File: config.mk
export PLATFORM = sky130hd
export DESIGN_NAME = lhfs_lin_header_select
export DESIGN_NICKNAME = d
export VERILOG_FILES = /design/src/design/lhfs_pkg.sv /design/src/design/lhfs_pid_parity.sv /design/src/design/lhfs_lin_header_select.sv
export VERILOG_INCLUDE_DIRS = /design/src /design/src/design
export SDC_FILE = /design/constraint.sdc
export NUM_CORES = 1
export LEC_CHECK = 0
export BUFFER_PORTS_ARGS = -buffer_cell sky130_fd_sc_hd__buf_2
export CORE_MARGIN = 8
export CORE_UTILIZATION = 28
export CTS_CLUSTER_DIAMETER = 40
export DETAILED_ROUTE_END_ITERATION = 12
export PLACE_DENSITY = 0.52
export SYNTH_ARGS = -nofsm -noshare
export SYNTH_HDL_FRONTEND = slang
export SYNTH_SLANG_ARGS = --single-unit
File: constraint.sdc
create_clock -name sys_clk -period 1.82 [get_ports sys_clk]
set_clock_uncertainty 0.05 [all_clocks]
set_input_delay 0.364 -clock sys_clk [delete_from_list [all_inputs] [get_ports sys_clk]]
set_output_delay 0.364 -clock sys_clk [all_outputs]
set_load 0.05 [all_outputs]
File: src/design/lhfs_cfg.svh
`ifndef LHFS_CFG_SVH
`define LHFS_CFG_SVH
`define LHFS_OFF_FUNSEL 12'h030
`define LHFS_OFF_LINCTL 12'h034
`define LHFS_RST_FUNSEL 32'h0000_0000
`define LHFS_RST_LINCTL 32'h000C_0000
`define LHFS_POS_PID 24
`define LHFS_POS_HEADSEL 22
`define LHFS_POS_DELIM 20
`define LHFS_POS_BRK 16
`define LHFS_POS_IDPEN 9
`define LHFS_POS_SHD 8
`define LHFS_POS_MUTE 4
`define LHFS_POS_SLAVE 0
`endif

File: src/design/lhfs_pkg.sv
package lhfs_pkg;
    typedef enum logic [1:0] {
        LHFS_FN_UART = 2'b00,
        LHFS_FN_LIN = 2'b01,
        LHFS_FN_IR = 2'b10,
        LHFS_FN_RS485 = 2'b11
    } lhfs_func_t;
    typedef enum logic [1:0] {
        LHFS_HD_BREAK = 2'b00,
        LHFS_HD_SYNC = 2'b01,
        LHFS_HD_ID = 2'b10,
        LHFS_HD_RSVD = 2'b11
    } lhfs_head_t;
    typedef struct packed {
        logic [7:0] pid;
        logic [1:0] headSel;
        logic [1:0] delimLen;
        logic [3:0] breakCount;
        logic idParityEn;
        logic sendHeader;
        logic muteEn;
        logic slaveEn;
    } lhfs_linctl_t;
    typedef struct packed {
        logic sendBreak;
        logic sendSync;
        logic sendId;
        logic [4:0] breakBits;
        logic [2:0] delimBits;
        logic [7:0] txId;
    } lhfs_hdr_t;
endpackage

File: src/design/lhfs_pid_parity.sv
`timescale 1ns/100ps
module lhfs_pid_parity
    import lhfs_pkg::*;
(
    input wire logic [7:0] pidIn,
    input wire logic parityEn,
    output logic [7:0] pidOut
);
    logic p0;
    logic p1;
    always_comb begin
        p0 = pidIn[0] ^ pidIn[1] ^ pidIn[2] ^ pidIn[4];
        p1 = ~(pidIn[1] ^ pidIn[3] ^ pidIn[4] ^ pidIn[5]);
        // Software supplies parity itself when disabled
        pidOut = parityEn ? {p1, p0, pidIn[5:0]} : pidIn;
    end
endmodule

File: src/design/lhfs_lin_header_select.sv
`timescale 1ns/100ps
`include "lhfs_cfg.svh"
module lhfs_lin_header_select
    import lhfs_pkg::*;
#(
    parameter int PORT_INDEX = 0
) (
    input wire logic sys_clk,
    input wire logic rstn,
    input wire logic psel,
    input wire logic penable,
    input wire logic pwrite,
    input wire logic [11:0] paddr,
    input wire logic [31:0] pwdata,
    input wire logic [3:0] pstrb,
    output logic [31:0] prdata,
    output logic pready,
    output logic pslverr,
    input wire logic headerDone,
    output lhfs_func_t function_selector,
    output lhfs_linctl_t linControl,
    output lhfs_hdr_t headerPlan,
    output logic headerStart,
    output logic unmuteOnBreak,
    output logic unmuteOnSync,
    output logic unmuteOnId
);
    localparam bit LIN_OK = (PORT_INDEX < 3);
    localparam bit RS485_OK = (PORT_INDEX < 2);

    logic rstSync1;
    logic rstSync2;
    always_ff @(posedge sys_clk or negedge rstn) begin
        if (!rstn) begin
            rstSync1 <= 1'b0;
            rstSync2 <= 1'b0;
        end else begin
            rstSync1 <= 1'b1;
            rstSync2 <= rstSync1;
        end
    end

    lhfs_func_t funcSel;
    lhfs_func_t next_funcSel;
    lhfs_linctl_t ctl;
    lhfs_linctl_t next_ctl;
    logic [31:0] ctlWord;
    logic [31:0] next_prdata;
    logic [7:0] pidParity;
    logic wrAccess;
    logic rdAccess;
    logic hitFun;
    logic hitCtl;
    logic [31:0] strbMask;
    lhfs_hdr_t next_headerPlan;
    logic next_headerStart;

    assign pready = 1'b1;
    assign wrAccess = psel && penable && pwrite;
    assign rdAccess = psel && !penable && !pwrite;
    assign hitFun = (paddr == `LHFS_OFF_FUNSEL);
    assign hitCtl = (paddr == `LHFS_OFF_LINCTL);
    assign pslverr = psel && penable && !hitFun && !hitCtl;

    lhfs_pid_parity parity (
        .pidIn(ctl.pid),
        .parityEn(ctl.idParityEn),
        .pidOut(pidParity)
    );

    always_comb begin
        for (int i = 0; i < 4; i++) begin
            strbMask[i*8 +: 8] = {8{pstrb[i]}};
        end
    end

    function automatic logic [31:0] pack_ctl(input lhfs_linctl_t c);
        logic [31:0] w;
        w = 32'h0000_0000;
        w[`LHFS_POS_PID +: 8] = c.pid;
        w[`LHFS_POS_HEADSEL +: 2] = c.headSel;
        w[`LHFS_POS_DELIM +: 2] = c.delimLen;
        w[`LHFS_POS_BRK +: 4] = c.breakCount;
        w[`LHFS_POS_IDPEN] = c.idParityEn;
        w[`LHFS_POS_SHD] = c.sendHeader;
        w[`LHFS_POS_MUTE] = c.muteEn;
        w[`LHFS_POS_SLAVE] = c.slaveEn;
        return w;
    endfunction

    always_comb begin
        next_funcSel = funcSel;
        next_ctl = ctl;
        next_prdata = prdata;
        ctlWord = (pack_ctl(ctl) & ~strbMask) | (pwdata & strbMask);
        if (wrAccess && hitFun && pstrb[0]) begin
            // Unsupported codes on this port are dropped, keeping the old mode
            unique case (lhfs_func_t'(pwdata[1:0]))
                LHFS_FN_UART, LHFS_FN_IR: next_funcSel = lhfs_func_t'(pwdata[1:0]);
                LHFS_FN_LIN: if (LIN_OK) next_funcSel = LHFS_FN_LIN;
                LHFS_FN_RS485: if (RS485_OK) next_funcSel = LHFS_FN_RS485;
            endcase
        end
        if (wrAccess && hitCtl && LIN_OK) begin
            next_ctl.pid = ctlWord[`LHFS_POS_PID +: 8];
            next_ctl.headSel = ctlWord[`LHFS_POS_HEADSEL +: 2];
            next_ctl.delimLen = ctlWord[`LHFS_POS_DELIM +: 2];
            next_ctl.breakCount = ctlWord[`LHFS_POS_BRK +: 4];
            next_ctl.idParityEn = ctlWord[`LHFS_POS_IDPEN];
            next_ctl.sendHeader = ctlWord[`LHFS_POS_SHD];
            next_ctl.muteEn = ctlWord[`LHFS_POS_MUTE];
            next_ctl.slaveEn = ctlWord[`LHFS_POS_SLAVE];
        end else if (headerDone) begin
            // Send request self-clears when the line side finishes
            next_ctl.sendHeader = 1'b0;
        end
        if (rdAccess) begin
            if (hitFun) begin
                next_prdata = {30'h0000_0000, funcSel};
            end else if (hitCtl) begin
                next_prdata = pack_ctl(ctl);
                next_prdata[`LHFS_POS_PID +: 8] = pidParity;
            end else begin
                next_prdata = 32'h0000_0000;
            end
        end
    end

    always_comb begin
        next_headerPlan.sendBreak = 1'b1;
        next_headerPlan.sendSync = (ctl.headSel == LHFS_HD_SYNC)
            || (ctl.headSel == LHFS_HD_ID);
        next_headerPlan.sendId = (ctl.headSel == LHFS_HD_ID);
        next_headerPlan.breakBits = {1'b0, ctl.breakCount} + 5'h01;
        next_headerPlan.delimBits = {1'b0, ctl.delimLen} + 3'h1;
        next_headerPlan.txId = pidParity;
        // One pulse per send request, master LIN only
        next_headerStart = wrAccess && hitCtl && LIN_OK && pwdata[`LHFS_POS_SHD]
            && pstrb[1] && !ctl.sendHeader && !ctlWord[`LHFS_POS_SLAVE]
            && (funcSel == LHFS_FN_LIN);
    end

    always_ff @(posedge sys_clk or negedge rstSync2) begin
        if (!rstSync2) begin
            funcSel <= LHFS_FN_UART;
            ctl <= '{pid: 8'h00, headSel: 2'h0, delimLen: 2'h0,
                breakCount: 4'(`LHFS_RST_LINCTL >> `LHFS_POS_BRK),
                idParityEn: 1'b0, sendHeader: 1'b0, muteEn: 1'b0,
                slaveEn: 1'b0};
            prdata <= 32'h0000_0000;
            headerPlan <= '0;
            headerStart <= 1'b0;
        end else begin
            funcSel <= next_funcSel;
            ctl <= next_ctl;
            prdata <= next_prdata;
            headerPlan <= next_headerPlan;
            headerStart <= next_headerStart;
        end
    end

    always_comb begin
        function_selector = funcSel;
        linControl = ctl;
        linControl.pid = pidParity;
        // Slave leaves mute after the portion the header select names
        unmuteOnBreak = ctl.slaveEn && ctl.muteEn && ctl.headSel == LHFS_HD_BREAK;
        unmuteOnSync = ctl.slaveEn && ctl.muteEn && ctl.headSel == LHFS_HD_SYNC;
        unmuteOnId = ctl.slaveEn && ctl.muteEn && ctl.headSel == LHFS_HD_ID;
    end
endmodule

After elaboration in Yosys (flattened, before gate mapping)
Cells that the tools add are included.
{ "classes": {"mux": 6, "n_bitwise": 11, "n_addsub": 2, "eq_ne": 8, "reduce_logical": 29} }
{ "ops": {"columns": ["cell", "count"], "rows": [
  ["$and A32 B32 Y32", 2],
  ["$mux W32", 2],
  ["$not A32 Y32", 1],
  ["$or A32 B32 Y32", 1],
  ["$eq A12 B6 Y1 const B", 2],
  ["$logic_and A1 B1 Y1", 18],
  ["$mux W8", 1],
  ["$eq A2 B1 Y1 const B", 3],
  ["$eq A2 B2 Y1 const B", 3],
  ["$logic_not A1 Y1", 6],
  ["$pmux W2 S3", 1],
  ["$xor A1 B1 Y1", 6],
  ["$add A4 B1 Y5 const B", 1],
  ["$logic_not A2 Y1", 2],
  ["$add A2 B1 Y3 const B", 1],
  ["$mux W1", 2],
  ["$reduce_bool A2 Y1", 1],
  ["$reduce_or A2 Y1", 1],
  ["$logic_or A1 B1 Y1", 1],
  ["$not A1 Y1", 1]
]} }
{ "totals": {"output_inout_bits": 79, "wordCells": 75, "ff_bits": 76, "in_bits": 54} }

Depth between registers and ports, before layout
{ "logic_depth": {"ltp_word": 8, "mapped_depth": 6, "depth_no_buf": 4} }

Cells and area by module
From an unflattened synthesis, not the netlist that was laid out.
{ "hier_totals": {"hier_cells": 200, "hier_area_um2": 2847.7} }
{ "by_module_without_submodules": {"columns": ["mod", "cells_each", "seq_area_each_um2", "area_each_um2", "n_inst"], "rows": [
  ["lhfs_lin_header_select", 186, 1629.1, 2727.6, 1],
  ["lhfs_pid_parity", 14, 0.0, 120.1, 1]
]} }

Worst setup path before layout
Ideal clock, no wire load.
{ "synth_timing": {"path_kind": "input -> output", "start": "input paddr[4]", "end": "output pslverr", "arrival_time_ns": 1.491, "required_ns": 1.406, "cell_stages": 4, "n_path_buf": 1, "setup_slack_ns": -0.085, "path_cell_list": "nor3b_2 -> and3_1 -> buf_6 -> nor2_1"} }
{ "synth_between": {"elab_chain_len": 4, "elab_cells_between_ends": 6, "cone_classes": "eq/ne (2); reduce/logical (4)"} }
{ "synth_lines": {"columns": ["item", "line_no", "source"], "rows": [
  ["from (decl)", "lhfs_lin_header_select.sv:13", "input wire logic [11:0] paddr,"],
  ["$eq A12 B6 Y1 (no line)", null, null],
  ["$logic_not A1 Y1", "lhfs_lin_header_select.sv:63", "assign pslverr = psel && penable && !hitFun && !hitCtl;"],
  ["$logic_and A1 B1 Y1", "lhfs_lin_header_select.sv:63", null],
  ["$logic_and A1 B1 Y1 *", "lhfs_lin_header_select.sv:63", null],
  ["to (decl)", "lhfs_lin_header_select.sv:18", "output logic pslverr,"]
]} }
Mark *: on every way between the ends. The rest lies on a longest branch, timed or not.

==> metrics <==
pre-CTS setup slack=-0.109 ns; Max Root-Sink Buffers=2; main area contributors after synthesis=dfrtp_1, buf_4, mux2_4, a22o_1, mux2_2; Yosys reg bits=65; final hold violation count=0; Period minus WS final=around 1.9 ns; PnR worst setup slack=-0.112 ns; syn_area_per_cell=about 14 µm²; post-route antenna net violation count=0; Wirelength per Cell=16.0 µm; Ys Warns=0; Critical Setup Path Class=flip-flop to output pin; max-slew violation count=0; critical path cell sequence=xnor2_2 > xnor2_1 > mux2_4 > buf_8; CP Launch Type=flip-flop; r2r endpoint=prdata[31]; top-count cell post-synth=dfrtp_1; Hold Startpoint=pwdata[4]; post-synthesis mux area share=11.6%; worst skew pair latency=0.33 ns; first-pass GRT wire length=11400 µm; outcome=finished with violations; Critical Path RT=1.41 ns; number of H-tree levels=3; Seq/Total Area, Yosys=between 50 and 60%; Core Region=approximately 10000 µm²; fmax=518 MHz; via/cell ratio=between 4 and 5; CTS tree=done; # IOs=133; clock sink count=65; Worst-path clk slew=0.07 ns; port bufs=109; VDD IR max=about 0.34 mV; Slowest cell on crit path=dfrtp_1; initial antenna violation count=0; number of buffers created by CTS=9; Worst Path Arrival=1.52 ns; Yosys top cell area share=between 50% and 60%; placed cell area=3480 µm²; Area Overhead vs Synth=32.9%; post-synthesis adder-cell area fraction=2.20%; Reg2Reg Depth=5; nets=about 370; # DRC=0; crit path buf inv count=1; critical path's largest stage delay=0.41 ns; CP top delay family=flip-flops; die height=117 µm; flop2flop setup slack=roughly 0.26 ns; crit share post-route=106%; Total Wirelength=7220 µm; compound-gate portion of the synthesized area=6.92%; Post-Syn Instances=201; Max Cap Viol=0; CTS root buffer=clkbuf_8; simple-gate share of the synthesized area=9.25%; violated checks=setup timing; worst hold path type=input pin to flip-flop; Synth cell types=34; Leak=0.00209 µW; Post-Syn Area=2840 µm²; RSZ-0062 raised after global routing=yes; GR Overflow Total=0; largest net degree at the start of global routing=64; vias in the first global route=~2100; Die Width=117 µm; via count=roughly 1900; Post-Synth XOR/XNOR Area=2.16%; Worst Setup EP=linControl[19]; diode count=0; die area=13600 µm²; Hold Path Depth=2; Detailed Routing Iterations Pass 1=4; initial core utilization=28.9%; EDFF count, synth=0; area leader, netlist=dfrtp_1; GPL Wtd Cong=0.727; Non-Filler Cell Area, Final=3770 µm²; share of post-route cells with drive strength above 1=a little under three fifths; Crit Path Max Fanout=2; Global Route Usage Sum=roughly 11%; asr flop ratio synth=between 90% and 100%; Critical Path Sink Type=output pin; largest family of logic cells by synthesized area=multiplexers; setup violators final=2; PD cells=789 nW/µm²; Most used DFF post-synth=dfrtp_1; # rows=36; HPWL Detailed=5380 µm; initial DRC count=52; WP depth=4; top cells by count, synth=dfrtp_1, buf_4, a22o_1
how the worst min path moves through the flow:
stage,endpoint,slack (ns)
final,flip-flop,0.21
after global routing,flip-flop,0.18
after CTS,flip-flop,0.18
after detailed placement,rstSync1,0.11
after global placement,rstSync1,0.10
after floorplan,rstSync1,0.02
cell usage in the layout, fill, tap and decap left out, types with 3 or more instances in the layout:
cell type,instances
dfrtp_1,61
ha_1,4
buf_6,4
clkbuf_1,3
a22o_1,18
nor2_1,3
buf_4,17
nand3_1,3
and3_1,4
mux2_2,5
nand2_1,5
conb_1,14
mux2_4,17
buf_2,103
xnor2_1,5
and4_2,3
clkbuf_8,10
metal layers:
layer / track usage (%) / wire length, µm
met5: 0 / 0
met4: 4.10 / 102
met3: 4.50 / 615
met2: 17.2 / 3470
met1: 13.7 / 3030
through the flow:
step	TNS, ns	cells	total power [µW]	utilization (%)	hold WS (ns)
6_report	-0.178	452	2980	38.4	0.206
5_1_grt	-0.423	452	3120	38.4	0.180
4_1_cts	-0.288	452	3040	38.4	0.182
3_5_place_dp	-1.54	435	1670	35.5	0.107
3_3_place_gp	-0.937	435	1670	35.5	0.102
2_1_floorplan	0	213	1600	-	0.0184
power breakdown:
part / leakage [µW] / internal [µW] / switching (µW)
sequential: 0.000881 / 1450 / 1.94
clock: 0.000108 / 809 / 529
combinational: 0.00110 / 55.9 / 135
total: 0.00209 / 2310 / 666
layout make-up:
| cell class | instances | area (µm²) |
|---|---|---|
| multi-input combinational | 106 | 995 |
| clock buffer | 13 | 149 |
| timing repair buffer | 128 | 753 |
| inverter | 4 | 15.0 |
| tap | 133 | 166 |
| clock inverter | 3 | 65.1 |
| fill | 1016 | 6040 |
| sequential | 65 | 1630 |
logic make-up (layout without fill, tap and decap cells):
| group | count (synthesis) | count (layout) |
|---|---|---|
| flops | 65 | 65 |
| buf+inv | 42 | 148 |
| simple gates | 33 | 33 |
| mux | 24 | 24 |
| compound gates | 23 | 23 |
| xor+xnor | 7 | 7 |
| fa+ha+maj | 5 | 5 |
| other cells | 2 | 14 |
worst register-to-register path: cells and delay by family, from the launching register on:
| family | cells | cell delay (ns) |
|---|---|---|
| flip-flops | 1 | 0.41 |
| buffers and inverters | 1 | 0.14 |
| AO/OA/AOI/OAI | 1 | 0.23 |
| XOR/XNOR | 2 | 0.33 |
| multiplexers | 1 | 0.28 |
repair_timing:
item	CTS	global route
hold buffers	1	0
setup endpoints to repair	6	6
resized for setup	17	5
setup buffers	1	1
hold endpoints to repair	2	0
pin swaps	4	3
Note: power is estimated with default switching activity, not from simulation.
